## config.mk

```make
export PLATFORM = sky130hd
export DESIGN_NAME = video_prescaler_bcs_hscale
export DESIGN_NICKNAME = d
export VERILOG_FILES = /design/src/verilog/video_prescaler_pkg.sv /design/src/verilog/video_prescaler_bcs_hscale.sv
export SDC_FILE = /design/constraint.sdc
export NUM_CORES = 2
export LEC_CHECK = 0
export BUFFER_PORTS_ARGS = -buffer_cell sky130_fd_sc_hd__buf_2
export CAP_MARGIN = 20
export CORE_ASPECT_RATIO = 1.2
export CORE_UTILIZATION = 38
export CTS_BUF_LIST = sky130_fd_sc_hd__clkbuf_4
export DETAILED_ROUTE_END_ITERATION = 16
export GPL_TIMING_DRIVEN = 0
export PLACE_DENSITY = 0.6
export RECOVER_POWER = 50
export SYNTH_ARGS = -nofsm -noshare
export SYNTH_HDL_FRONTEND = slang
export SYNTH_SLANG_ARGS = --single-unit
```

## constraint.sdc

```tcl
create_clock -name mclk -period 22.2 [get_ports mclk]
set_input_delay 3.33 -clock mclk [delete_from_list [all_inputs] [get_ports mclk]]
set_output_delay 3.33 -clock mclk [all_outputs]
set_load 0.01 [all_outputs]
```

## src/verilog/video_prescaler_pkg.sv

```systemverilog
// Register map, field layout, reset values and arithmetic constants of the video prescaler front end
package video_prescaler_pkg;
  // Register set A
  localparam logic [7:0] seta_prescale_accum_length = 8'ha1;
  localparam logic [7:0] seta_prefilter_and_gain = 8'ha2;
  localparam logic [7:0] seta_luma_brightness = 8'ha4;
  localparam logic [7:0] seta_luma_contrast = 8'ha5;
  localparam logic [7:0] seta_chroma_saturation = 8'ha6;
  localparam logic [7:0] seta_hluma_increment_low = 8'ha8;
  localparam logic [7:0] seta_hluma_increment_high = 8'ha9;
  // Register set B
  localparam logic [7:0] setb_prescale_accum_length = 8'hd1;
  localparam logic [7:0] setb_prefilter_and_gain = 8'hd2;
  localparam logic [7:0] setb_luma_brightness = 8'hd4;
  localparam logic [7:0] setb_luma_contrast = 8'hd5;
  localparam logic [7:0] setb_chroma_saturation = 8'hd6;
  localparam logic [7:0] setb_hluma_increment_low = 8'hd8;
  localparam logic [7:0] setb_hluma_increment_high = 8'hd9;
  // Read-only block state
  localparam logic [7:0] block_status = 8'hf0;

  // Storage slots within one set
  localparam logic [2:0] slot_accum = 3'h0;
  localparam logic [2:0] slot_filter_gain = 3'h1;
  localparam logic [2:0] slot_brightness = 3'h2;
  localparam logic [2:0] slot_contrast = 3'h3;
  localparam logic [2:0] slot_saturation = 3'h4;
  localparam logic [2:0] slot_inc_low = 3'h5;
  localparam logic [2:0] slot_inc_high = 3'h6;
  localparam int unsigned slot_count = 7;

  // Field positions and writable masks
  localparam int unsigned dc_gain_lsb = 0;
  localparam int unsigned weighting_bit = 3;
  localparam int unsigned luma_prefilter_lsb = 4;
  localparam int unsigned chroma_prefilter_lsb = 6;
  localparam logic [7:0] accum_length_mask = 8'h3f;
  localparam logic [7:0] inc_high_mask = 8'h1f;

  // Reset values: neutral picture, unity scale
  localparam logic [7:0] reset_accum = 8'h00;
  localparam logic [7:0] reset_filter_gain = 8'h00;
  localparam logic [7:0] reset_brightness = 8'h80;
  localparam logic [7:0] reset_contrast = 8'h40;
  localparam logic [7:0] reset_saturation = 8'h40;
  localparam logic [7:0] reset_inc_low = 8'h00;
  localparam logic [7:0] reset_inc_high = 8'h04;

  // Arithmetic
  localparam int unsigned fir_shift = 5;
  localparam int unsigned gain_shift = 6;
  localparam int unsigned phase_bits = 10;
  localparam logic [15:0] phase_one = 16'h0400;
  localparam logic signed [19:0] sample_mid = 20'sh00080;
  localparam int unsigned fifo_depth = 8;
endpackage

```

## src/verilog/video_prescaler_bcs_hscale.sv

```systemverilog
// Sample FIFO and the prescaler, prefilter, brightness/contrast/saturation and horizontal scaler
`timescale 1ns/1ns

module sample_fifo #(
  parameter int WIDTH = 16,
  parameter int DEPTH = 8
) (
  // Clock and reset
  input wire logic mclk,
  input wire logic rst,
  // Filling side
  input wire logic in_valid,
  output logic in_ready,
  input wire logic [WIDTH-1:0] in_data,
  // Draining side
  input wire logic out_ready,
  output logic out_valid,
  output logic [WIDTH-1:0] out_data
);
  localparam int PW = $clog2(DEPTH);
  localparam int CW = $clog2(DEPTH + 1);

  logic [WIDTH-1:0] mem [0:DEPTH-1];
  logic [PW-1:0] wr_ptr;
  logic [PW-1:0] rd_ptr;
  logic [CW-1:0] count;
  logic push;
  logic load;

  // Output word is a register so the drain side sees flop outputs
  assign in_ready = (count != CW'(DEPTH));
  assign push = in_valid && in_ready;
  assign load = (count != '0) && (!out_valid || out_ready);

  // Storage
  always_ff @(posedge mclk) begin
    if (push) begin
      mem[wr_ptr] <= in_data;
    end
  end

  // Pointers and occupancy
  always_ff @(posedge mclk or posedge rst) begin
    if (rst) begin
      wr_ptr <= '0;
      rd_ptr <= '0;
      count <= '0;
    end else begin
      if (push) begin
        wr_ptr <= (wr_ptr == PW'(DEPTH - 1)) ? '0 : wr_ptr + 1'b1;
      end
      if (load) begin
        rd_ptr <= (rd_ptr == PW'(DEPTH - 1)) ? '0 : rd_ptr + 1'b1;
      end
      count <= count + CW'(push) - CW'(load);
    end
  end

  // Head register
  always_ff @(posedge mclk or posedge rst) begin
    if (rst) begin
      out_valid <= 1'b0;
      out_data <= '0;
    end else if (load) begin
      out_valid <= 1'b1;
      out_data <= mem[rd_ptr];
    end else if (out_ready) begin
      out_valid <= 1'b0;
    end
  end
endmodule

// What this block does
// - The accumulation length field n sums a sequence of n+1 samples, 1 to 64.
// - The luma prefilter select picks bypass, (1 2 1)/4, the seven-tap (-1 1 1.75 4.5 1.75 1 -1)/8 or (1 2 2 2 1)/8.
// - The chroma prefilter select picks bypass, (1 2 1)/4, (3 8 10 8 3)/32 or (1 2 2 2 1)/8.
// - The DC gain field n divides the accumulated sum by 2 to the n, from 1 down to 1/128.
// - With the weighting bit clear every sample of a sequence counts once.
// - With the weighting bit set inner samples count twice and the two end samples once.
// - Brightness is an unsigned 8-bit offset with 128 as neutral.
// - Luma is multiplied by contrast/64, unity at 64, at most 127/64.
// - Chroma is multiplied by saturation/64 about its zero level, unity at 64, at most 127/64.
// - Luma is resampled horizontally by 1024/increment, so 1024 is unity.
// - The top three increment bits are held at zero, leaving 8191 as the largest value.
// - Every setting exists in set A and set B at separate addresses.
module video_prescaler_bcs_hscale (
  // Clock and reset
  input wire logic mclk,
  input wire logic rst,
  // Register port
  input wire logic [7:0] reg_addr,
  input wire logic [7:0] reg_wdata,
  input wire logic reg_write,
  input wire logic reg_read,
  output logic [7:0] reg_rdata,
  // Set select from acquisition logic
  input wire logic set_b_select,
  // Input samples
  input wire logic in_valid,
  output logic in_ready,
  input wire logic [7:0] in_luma,
  input wire logic [7:0] in_chroma,
  // Output samples
  input wire logic out_ready,
  output logic out_valid,
  output logic [7:0] out_luma,
  output logic [7:0] out_chroma
);
  logic [7:0] cfg [0:1][0:video_prescaler_pkg::slot_count-1];
  logic [4:0] dec;
  logic act;
  logic [5:0] accum_len;
  logic [7:0] fg;
  logic [7:0] bright, contrast, saturation;
  logic [15:0] inc;
  logic hold_valid;
  logic next_hold_valid;
  logic [7:0] hold_luma, hold_chroma;
  logic step;
  logic [6:0][7:0] luma_win, chroma_win;
  logic [7:0] filt_luma, filt_chroma;
  logic [5:0] seq_pos;
  logic seq_last;
  logic [15:0] acc_luma, acc_chroma;
  logic [15:0] sum_luma, sum_chroma;
  logic [7:0] pres_luma, pres_chroma;
  logic bcs_valid;
  logic [7:0] bcs_luma, bcs_chroma;
  logic [1:0] primed;
  logic [15:0] phase;
  logic [7:0] prev_luma, cur_luma, prev_chroma, cur_chroma;
  logic need_sample;
  logic scaler_take;
  logic emit;
  logic fifo_in_ready;
  logic [15:0] fifo_out_data;

  // Saturate a signed intermediate to an 8-bit sample
  function automatic logic [7:0] clip8(input logic signed [19:0] v);
    if (v < 20'sh00000) begin
      clip8 = 8'h00;
    end else if (v > 20'sh000ff) begin
      clip8 = 8'hff;
    end else begin
      clip8 = v[7:0];
    end
  endfunction

  // Symmetric prefilter on a seven-sample window, weights in 1/32 units
  function automatic logic [7:0] fir(input logic [1:0] sel, input logic [6:0][7:0] w, input logic chroma);
    logic signed [19:0] x [0:6];
    logic signed [19:0] acc;
    for (int i = 0; i < 7; i++) begin
      x[i] = $signed({12'h000, w[i]});
    end
    unique case (sel)
      2'h0: acc = x[3] <<< video_prescaler_pkg::fir_shift;
      2'h1: acc = 20'sh8 * x[2] + 20'sh10 * x[3] + 20'sh8 * x[4];
      2'h2: begin
        if (chroma) begin
          acc = 20'sh3 * (x[1] + x[5]) + 20'sh8 * (x[2] + x[4]) + 20'sha * x[3];
        end else begin
          acc = 20'sh4 * (x[1] + x[5] - x[0] - x[6]) + 20'sh7 * (x[2] + x[4]) + 20'sh12 * x[3];
        end
      end
      2'h3: acc = 20'sh4 * (x[1] + x[5]) + 20'sh8 * (x[2] + x[3] + x[4]);
    endcase
    fir = clip8(acc >>> video_prescaler_pkg::fir_shift);
  endfunction

  // Linear interpolation between two samples at a 10-bit fraction
  function automatic logic [7:0] lerp(input logic [7:0] a, input logic [7:0] b, input logic [9:0] frac);
    logic signed [19:0] d;
    d = $signed({12'h000, b}) - $signed({12'h000, a});
    lerp = clip8($signed({12'h000, a}) + ((d * $signed({10'h000, frac})) >>> video_prescaler_pkg::phase_bits));
  endfunction

  // Address to {hit, set, slot}
  function automatic logic [4:0] decode(input logic [7:0] a);
    unique case (a)
      video_prescaler_pkg::seta_prescale_accum_length: decode = {2'b10, video_prescaler_pkg::slot_accum};
      video_prescaler_pkg::seta_prefilter_and_gain: decode = {2'b10, video_prescaler_pkg::slot_filter_gain};
      video_prescaler_pkg::seta_luma_brightness: decode = {2'b10, video_prescaler_pkg::slot_brightness};
      video_prescaler_pkg::seta_luma_contrast: decode = {2'b10, video_prescaler_pkg::slot_contrast};
      video_prescaler_pkg::seta_chroma_saturation: decode = {2'b10, video_prescaler_pkg::slot_saturation};
      video_prescaler_pkg::seta_hluma_increment_low: decode = {2'b10, video_prescaler_pkg::slot_inc_low};
      video_prescaler_pkg::seta_hluma_increment_high: decode = {2'b10, video_prescaler_pkg::slot_inc_high};
      video_prescaler_pkg::setb_prescale_accum_length: decode = {2'b11, video_prescaler_pkg::slot_accum};
      video_prescaler_pkg::setb_prefilter_and_gain: decode = {2'b11, video_prescaler_pkg::slot_filter_gain};
      video_prescaler_pkg::setb_luma_brightness: decode = {2'b11, video_prescaler_pkg::slot_brightness};
      video_prescaler_pkg::setb_luma_contrast: decode = {2'b11, video_prescaler_pkg::slot_contrast};
      video_prescaler_pkg::setb_chroma_saturation: decode = {2'b11, video_prescaler_pkg::slot_saturation};
      video_prescaler_pkg::setb_hluma_increment_low: decode = {2'b11, video_prescaler_pkg::slot_inc_low};
      video_prescaler_pkg::setb_hluma_increment_high: decode = {2'b11, video_prescaler_pkg::slot_inc_high};
      default: decode = 5'h00;
    endcase
  endfunction

  // Reset value of each slot
  function automatic logic [7:0] slot_reset(input int unsigned s);
    unique case (s)
      0: slot_reset = video_prescaler_pkg::reset_accum;
      1: slot_reset = video_prescaler_pkg::reset_filter_gain;
      2: slot_reset = video_prescaler_pkg::reset_brightness;
      3: slot_reset = video_prescaler_pkg::reset_contrast;
      4: slot_reset = video_prescaler_pkg::reset_saturation;
      5: slot_reset = video_prescaler_pkg::reset_inc_low;
      default: slot_reset = video_prescaler_pkg::reset_inc_high;
    endcase
  endfunction

  // Unused bits of the accumulation length and increment high slots are never stored, so they read back as zero
  function automatic logic [7:0] slot_mask(input logic [2:0] s);
    if (s == video_prescaler_pkg::slot_accum) begin
      slot_mask = video_prescaler_pkg::accum_length_mask;
    end else if (s == video_prescaler_pkg::slot_inc_high) begin
      slot_mask = video_prescaler_pkg::inc_high_mask;
    end else begin
      slot_mask = 8'hff;
    end
  endfunction

  assign dec = decode(reg_addr);

  // Two register sets, written by address
  always_ff @(posedge mclk or posedge rst) begin
    if (rst) begin
      for (int s = 0; s < 2; s++) begin
        for (int f = 0; f < video_prescaler_pkg::slot_count; f++) begin
          cfg[s][f] <= slot_reset(f);
        end
      end
    end else if (reg_write && dec[4]) begin
      cfg[dec[3]][dec[2:0]] <= reg_wdata & slot_mask(dec[2:0]);
    end
  end

  // Read data stand for exactly one cycle after the read strobe
  always_ff @(posedge mclk or posedge rst) begin
    if (rst) begin
      reg_rdata <= 8'h00;
    end else if (reg_read && dec[4]) begin
      reg_rdata <= cfg[dec[3]][dec[2:0]];
    end else if (reg_read && reg_addr == video_prescaler_pkg::block_status) begin
      reg_rdata <= {4'h0, bcs_valid, out_valid, hold_valid, set_b_select};
    end else begin
      reg_rdata <= 8'h00;
    end
  end

  // Active set: switching mid-line takes effect on the next sample
  assign act = set_b_select;
  assign accum_len = cfg[act][video_prescaler_pkg::slot_accum][5:0];
  assign fg = cfg[act][video_prescaler_pkg::slot_filter_gain];
  assign bright = cfg[act][video_prescaler_pkg::slot_brightness];
  assign contrast = cfg[act][video_prescaler_pkg::slot_contrast];
  assign saturation = cfg[act][video_prescaler_pkg::slot_saturation];
  assign inc = {3'h0, cfg[act][video_prescaler_pkg::slot_inc_high][4:0],
                cfg[act][video_prescaler_pkg::slot_inc_low]};

  // Input holding register; half rate is ample for the pixel rate
  assign next_hold_valid = (hold_valid && !step) || (in_valid && in_ready);
  always_ff @(posedge mclk or posedge rst) begin
    if (rst) begin
      hold_valid <= 1'b0;
      in_ready <= 1'b1;
      hold_luma <= 8'h00;
      hold_chroma <= 8'h00;
    end else begin
      hold_valid <= next_hold_valid;
      in_ready <= !next_hold_valid;
      if (in_valid && in_ready) begin
        hold_luma <= in_luma;
        hold_chroma <= in_chroma;
      end
    end
  end

  // Front end advances one sample per step; a waiting result blocks it
  assign step = hold_valid && !(bcs_valid && !scaler_take);

  // Prefilter windows and filtered samples
  always_ff @(posedge mclk or posedge rst) begin
    if (rst) begin
      luma_win <= '0;
      chroma_win <= '0;
      filt_luma <= 8'h00;
      filt_chroma <= 8'h00;
    end else if (step) begin
      luma_win <= {luma_win[5:0], hold_luma};
      chroma_win <= {chroma_win[5:0], hold_chroma};
      filt_luma <= fir(fg[video_prescaler_pkg::luma_prefilter_lsb +: 2], luma_win, 1'b0);
      filt_chroma <= fir(fg[video_prescaler_pkg::chroma_prefilter_lsb +: 2], chroma_win, 1'b1);
    end
  end

  // Weighted sums including the current sample
  always_comb begin
    seq_last = (seq_pos >= accum_len);
    if (fg[video_prescaler_pkg::weighting_bit] && seq_pos != 6'h00 && !seq_last) begin
      sum_luma = acc_luma + {7'h00, filt_luma, 1'b0};
      sum_chroma = acc_chroma + {7'h00, filt_chroma, 1'b0};
    end else begin
      sum_luma = acc_luma + {8'h00, filt_luma};
      sum_chroma = acc_chroma + {8'h00, filt_chroma};
    end
    pres_luma = clip8($signed({4'h0, sum_luma >> fg[video_prescaler_pkg::dc_gain_lsb +: 3]}));
    pres_chroma = clip8($signed({4'h0, sum_chroma >> fg[video_prescaler_pkg::dc_gain_lsb +: 3]}));
  end

  // Accumulation sequence
  always_ff @(posedge mclk or posedge rst) begin
    if (rst) begin
      seq_pos <= 6'h00;
      acc_luma <= 16'h0000;
      acc_chroma <= 16'h0000;
    end else if (step) begin
      if (seq_last) begin
        seq_pos <= 6'h00;
        acc_luma <= 16'h0000;
        acc_chroma <= 16'h0000;
      end else begin
        seq_pos <= seq_pos + 6'h01;
        acc_luma <= sum_luma;
        acc_chroma <= sum_chroma;
      end
    end
  end

  // Brightness, contrast and saturation on each prescaled sample
  always_ff @(posedge mclk or posedge rst) begin
    if (rst) begin
      bcs_valid <= 1'b0;
      bcs_luma <= 8'h00;
      bcs_chroma <= 8'h00;
    end else if (step && seq_last) begin
      bcs_valid <= 1'b1;
      bcs_luma <= clip8((($signed({12'h000, pres_luma}) * $signed({13'h0000, contrast[6:0]}))
                          >>> video_prescaler_pkg::gain_shift)
                        + $signed({12'h000, bright}) - video_prescaler_pkg::sample_mid);
      bcs_chroma <= clip8(((($signed({12'h000, pres_chroma}) - video_prescaler_pkg::sample_mid)
                            * $signed({13'h0000, saturation[6:0]})) >>> video_prescaler_pkg::gain_shift)
                          + video_prescaler_pkg::sample_mid);
    end else if (scaler_take) begin
      bcs_valid <= 1'b0;
    end
  end

  // Resampler: phase below one means an output lies between prev and cur
  assign need_sample = (primed != 2'h2) || (phase >= video_prescaler_pkg::phase_one);
  assign scaler_take = bcs_valid && need_sample;
  assign emit = !need_sample && fifo_in_ready;

  always_ff @(posedge mclk or posedge rst) begin
    if (rst) begin
      primed <= 2'h0;
      phase <= 16'h0000;
      prev_luma <= 8'h00;
      cur_luma <= 8'h00;
      prev_chroma <= 8'h00;
      cur_chroma <= 8'h00;
    end else if (scaler_take) begin
      prev_luma <= cur_luma;
      cur_luma <= bcs_luma;
      prev_chroma <= cur_chroma;
      cur_chroma <= bcs_chroma;
      if (primed != 2'h2) begin
        primed <= primed + 2'h1;
      end else begin
        phase <= phase - video_prescaler_pkg::phase_one;
      end
    end else if (emit) begin
      phase <= phase + inc;
    end
  end

  // Output buffer absorbs bursts when zooming
  sample_fifo #(
    .WIDTH(16),
    .DEPTH(video_prescaler_pkg::fifo_depth)
  ) u_fifo (
    .mclk(mclk),
    .rst(rst),
    .in_valid(emit),
    .in_ready(fifo_in_ready),
    .in_data({lerp(prev_luma, cur_luma, phase[9:0]), lerp(prev_chroma, cur_chroma, phase[9:0])}),
    .out_ready(out_ready),
    .out_valid(out_valid),
    .out_data(fifo_out_data)
  );

  assign out_luma = fifo_out_data[15:8];
  assign out_chroma = fifo_out_data[7:0];
endmodule

```

==> key figures <==
GRT
  • First-pass GRT wire length: between 150000 and 200000 µm
  • Initial antenna violation count: 8
  • Vias in the first global route: around 34000
  • GR Util All Layers: around a fifth
  • Largest net degree at the start of global routing: around 110
  • Gr ovfl total: 0

Worst setup path
  • R2R depth: between 40 and 50
  • Buffers plus inverters on the worst setup path: 11
  • Critical Path End Type: flip-flop
  • Max stage delay on crit path: around 0.87 ns
  • Req. time, crit path: between 20 and 25 ns
  • Top Family by Delay on Critical Path: compound AO/OA/AOI/OAI gates
  • Critical Path AT: approximately 17 ns
  • Critical path type: in2reg
  • Startpoint Class: primary input
  • RR Startpoint: cfg[51]$_DFFE_PP0P_
  • R2r endpoint: bcs_luma[1]$_DFFE_PP0P_
  • Max stage delay cell, worst path: a211oi_1
  • R2R Setup Slk: between 10 and 15 ns
  • Max FO, Critical Path: 10

Drt
  • Met3 Wirelength: between 4000 and 5000 µm
  • DRC Markers: 0
  • Via count: 32600
  • Drt wl/cell: between 15 and 20 µm
  • Drt first-iter violations: around 1700
  • WL met1: 46800 µm
  • Metal2 WL: 59800 µm
  • Remaining antenna violation count: 0
  • Total routed wirelength: around 120000 µm
  • Highest metal layer with signal wires: met5
  • TritonRoute pass-1 iters: 5
  • Via density: around 5.2

Yosys
  • Area contributors post-synth: dfrtp_1 (22%), fa_1 (13%), ha_1 (13%)
  • Syn Inst Count: ~4400
  • Synth async-reset ratio: between 70% and 80%
  • Area leader, netlist: dfrtp_1
  • Mapped Nets: ~5100
  • Synth Area per Inst: 9.80 µm²
  • Primary FF master, synth: dfrtp_1
  • Synth top area share: between 20% and 30%
  • Number of flops mapped to enable cells by yosys: 128
  • Seq/Total Area, Yosys: 31.6%
  • Most frequent cell after synthesis: nand2_1
  • Synth cell count leaders: nand2_1 (639), inv_1 (445), ha_1 (436), dfrtp_1 (381), fa_1 (274)
  • Synth cell types: 97
  • FF+latch count, synth: 518
  • Yosys Warn Count: 0
  • Cell Area, Synth: roughly 43000 µm²

Clocking
  • Clock root cell: clkbuf_4
  • Clk_lat worst skew: 1.04 ns
  • Max clock buf depth: 3
  • Post-CTS Setup Repair Bufs: 0
  • CTS Buf Count: 147
  • Post-cts resize count: 0
  • H-tree levels: 4
  • Clock slew at reported path FFs: around 0.060 ns
  • CTS Sinks: just over 500
  • CTS tree: done
  • # hold bufs at CTS: 0

Final layout
  • Layout cell share with drive strength beyond 1: about an eighth
  • Syn-to-layout area delta: 9.90%
  • Layout net count: approximately 5400
  • Fill count: ~11000
  • Finished Core Util: a little over two fifths

Timing
  • RSZ-0062 raised after global routing: false
  • Final WS setup: 5.86 ns
  • TNS Setup: 0 ns
  • Slew margin rel.: -281%
  • Max frequency: just over 60 MHz
  • Final max-slew violation count: a little under 400
  • Setup violations, final: 0
  • Crit path time final: 16.34 ns
  • Final Hold Fails: 0
  • Slew @ Worst Pin: 5.71 ns
  • Tcrit/Tclk final: between 70% and 80%
  • Clk_skew: approximately 0.062 ns

Outcome
  • Outcome: finished, violations left
  • Failing checks: capacitance limit, slew limit

Floorplan
  • Die Ht: around 370 µm
  • I/O pin count: 65
  • Rows: approximately 130
  • Core footprint: roughly 110000 µm²
  • DIE AREA: ~110000 µm²
  • Initial Utilization: 38.5%
  • Die Wd: approximately 310 µm

Placement
  • I/O Buffers: 61
  • Worst slack, placed: 4.95 ns
  • Final Wtd Congestion: roughly 0.93
  • DP HPWL: 91000 µm

Min path
  • Min-delay src: chroma_win[7]$_DFFE_PP0P_
  • Hold Crit Depth: 2
  • Endpoint of the worst hold path: chroma_win[15]$_DFFE_PP0P_
  • Hold Path Class: reg2reg

Flow run
  • Max Cap Viol: 4
-- metal layers --
| layer | GRT usage, % | vias to the layer above |
|---|---|---|
| met5 | 0 | - |
| met1 | 23.8 | 16000 |
| li1 | - | 15600 |
| met2 | 37.8 | 716 |
| met4 | 8.64 | 2 |
| met3 | 2.76 | 225 |
-- worst register-to-register path: cells and delay by family, from the launching register on --
kind	cells	cell delay [ns]
AOI/OAI and AO/OA	16	4.12
adders and majority gates	8	3.24
and+or+nand+nor	11	2.39
buffers and inverters	6	0.83
DFF	1	0.39
muxes	1	0.20
xor gates and xnor gates	1	0.16
-- how the worst max path moves through the flow --
stage               cells past startpoint                       end         start  slack [ns]
global route                           48   bcs_luma[3]$_DFFE_PP0P_  set_b_select        5.26
floorplan                              48   bcs_luma[0]$_DFFE_PP0P_  set_b_select        7.75
CTS                                    48   bcs_luma[1]$_DFFE_PP0P_  set_b_select        6.04
global placement                        2  luma_win[27]$_DFFE_PP0P_           rst        2.77
detailed placement                     48   bcs_luma[6]$_DFFE_PP0P_  set_b_select        4.95
finish                                 48   bcs_luma[1]$_DFFE_PP0P_  set_b_select        5.86
-- placed cells by master, fill, tap and decap left out, types with 49 or more instances in the layout --
cell and instances:
mux2_2 148, and2_1 70, clkbuf_4 225, nand2b_1 50, inv_1 444, o21a_1 49
xnor2_1 133, buf_2 71, o21bai_1 68, mux2i_1 75, nor2_1 238, xor2_1 62
nor3_1 81, edfxtp_1 128, ha_1 436, o21ai_0 170, dfrtp_1 381, a21oi_1 240
fa_1 274, clkbuf_1 147, nand2_1 639, a21o_1 71
-- flip-flops by register name (all words and copies together) (netlist names), 4 cells and up --
register	cells
u_fifo.mem	128
cfg	112
hold_chroma	8
acc_luma	16
acc_chroma	16
bcs_luma	8
cur_chroma	8
bcs_chroma	8
u_fifo.count	4
seq_pos	6
prev_luma	8
prev_chroma	8
u_fifo.out_data	16
phase	16
reg_rdata	8
filt_chroma	8
luma_win	56
filt_luma	8
cur_luma	8
hold_luma	8
chroma_win	48
-- metrics by stage --
step,instances,cell area (µm²),hold slack (ns)
floorplan,4394,43100,0.433
global placement,5951,45200,0.448
detailed placement,5974,45500,0.447
CTS,6235,47500,0.463
global route,6240,47300,0.484
finish,6241,47300,0.462
-- logic make-up (layout without fill, tap and decap cells) --
family	after synthesis	count (layout)	synth area share, %
simple gates	1276	1276	13.3
flops	518	518	31.6
mux	265	265	7.81
xor+xnor	195	195	3.97
other cells	0	5	0
compound gates	829	829	12.5
fa+ha+maj	711	711	25.4
buf+inv	600	946	5.30
-- final cells by class --
| class | count | area [µm²] | area share [%] |
|---|---|---|---|
| Timing Repair Buffer | 85 | 414 | 0.875 |
| Sequential cell | 518 | 13600 | 28.8 |
| Inverter | 445 | 1670 | 3.53 |
| Multi-Input combinational cell | 3276 | 27200 | 57.4 |
| Tap cell | 1496 | 1870 | 3.96 |
| Clock buffer | 225 | 1690 | 3.57 |
| Clock inverter | 36 | 275 | 0.582 |
| Antenna cell | 5 | 12.5 | 0.0264 |
| Buffer | 155 | 609 | 1.29 |
Power is not shown: default switching activity piles up to over one toggle a cycle in this logic, so the estimate is an artifact.
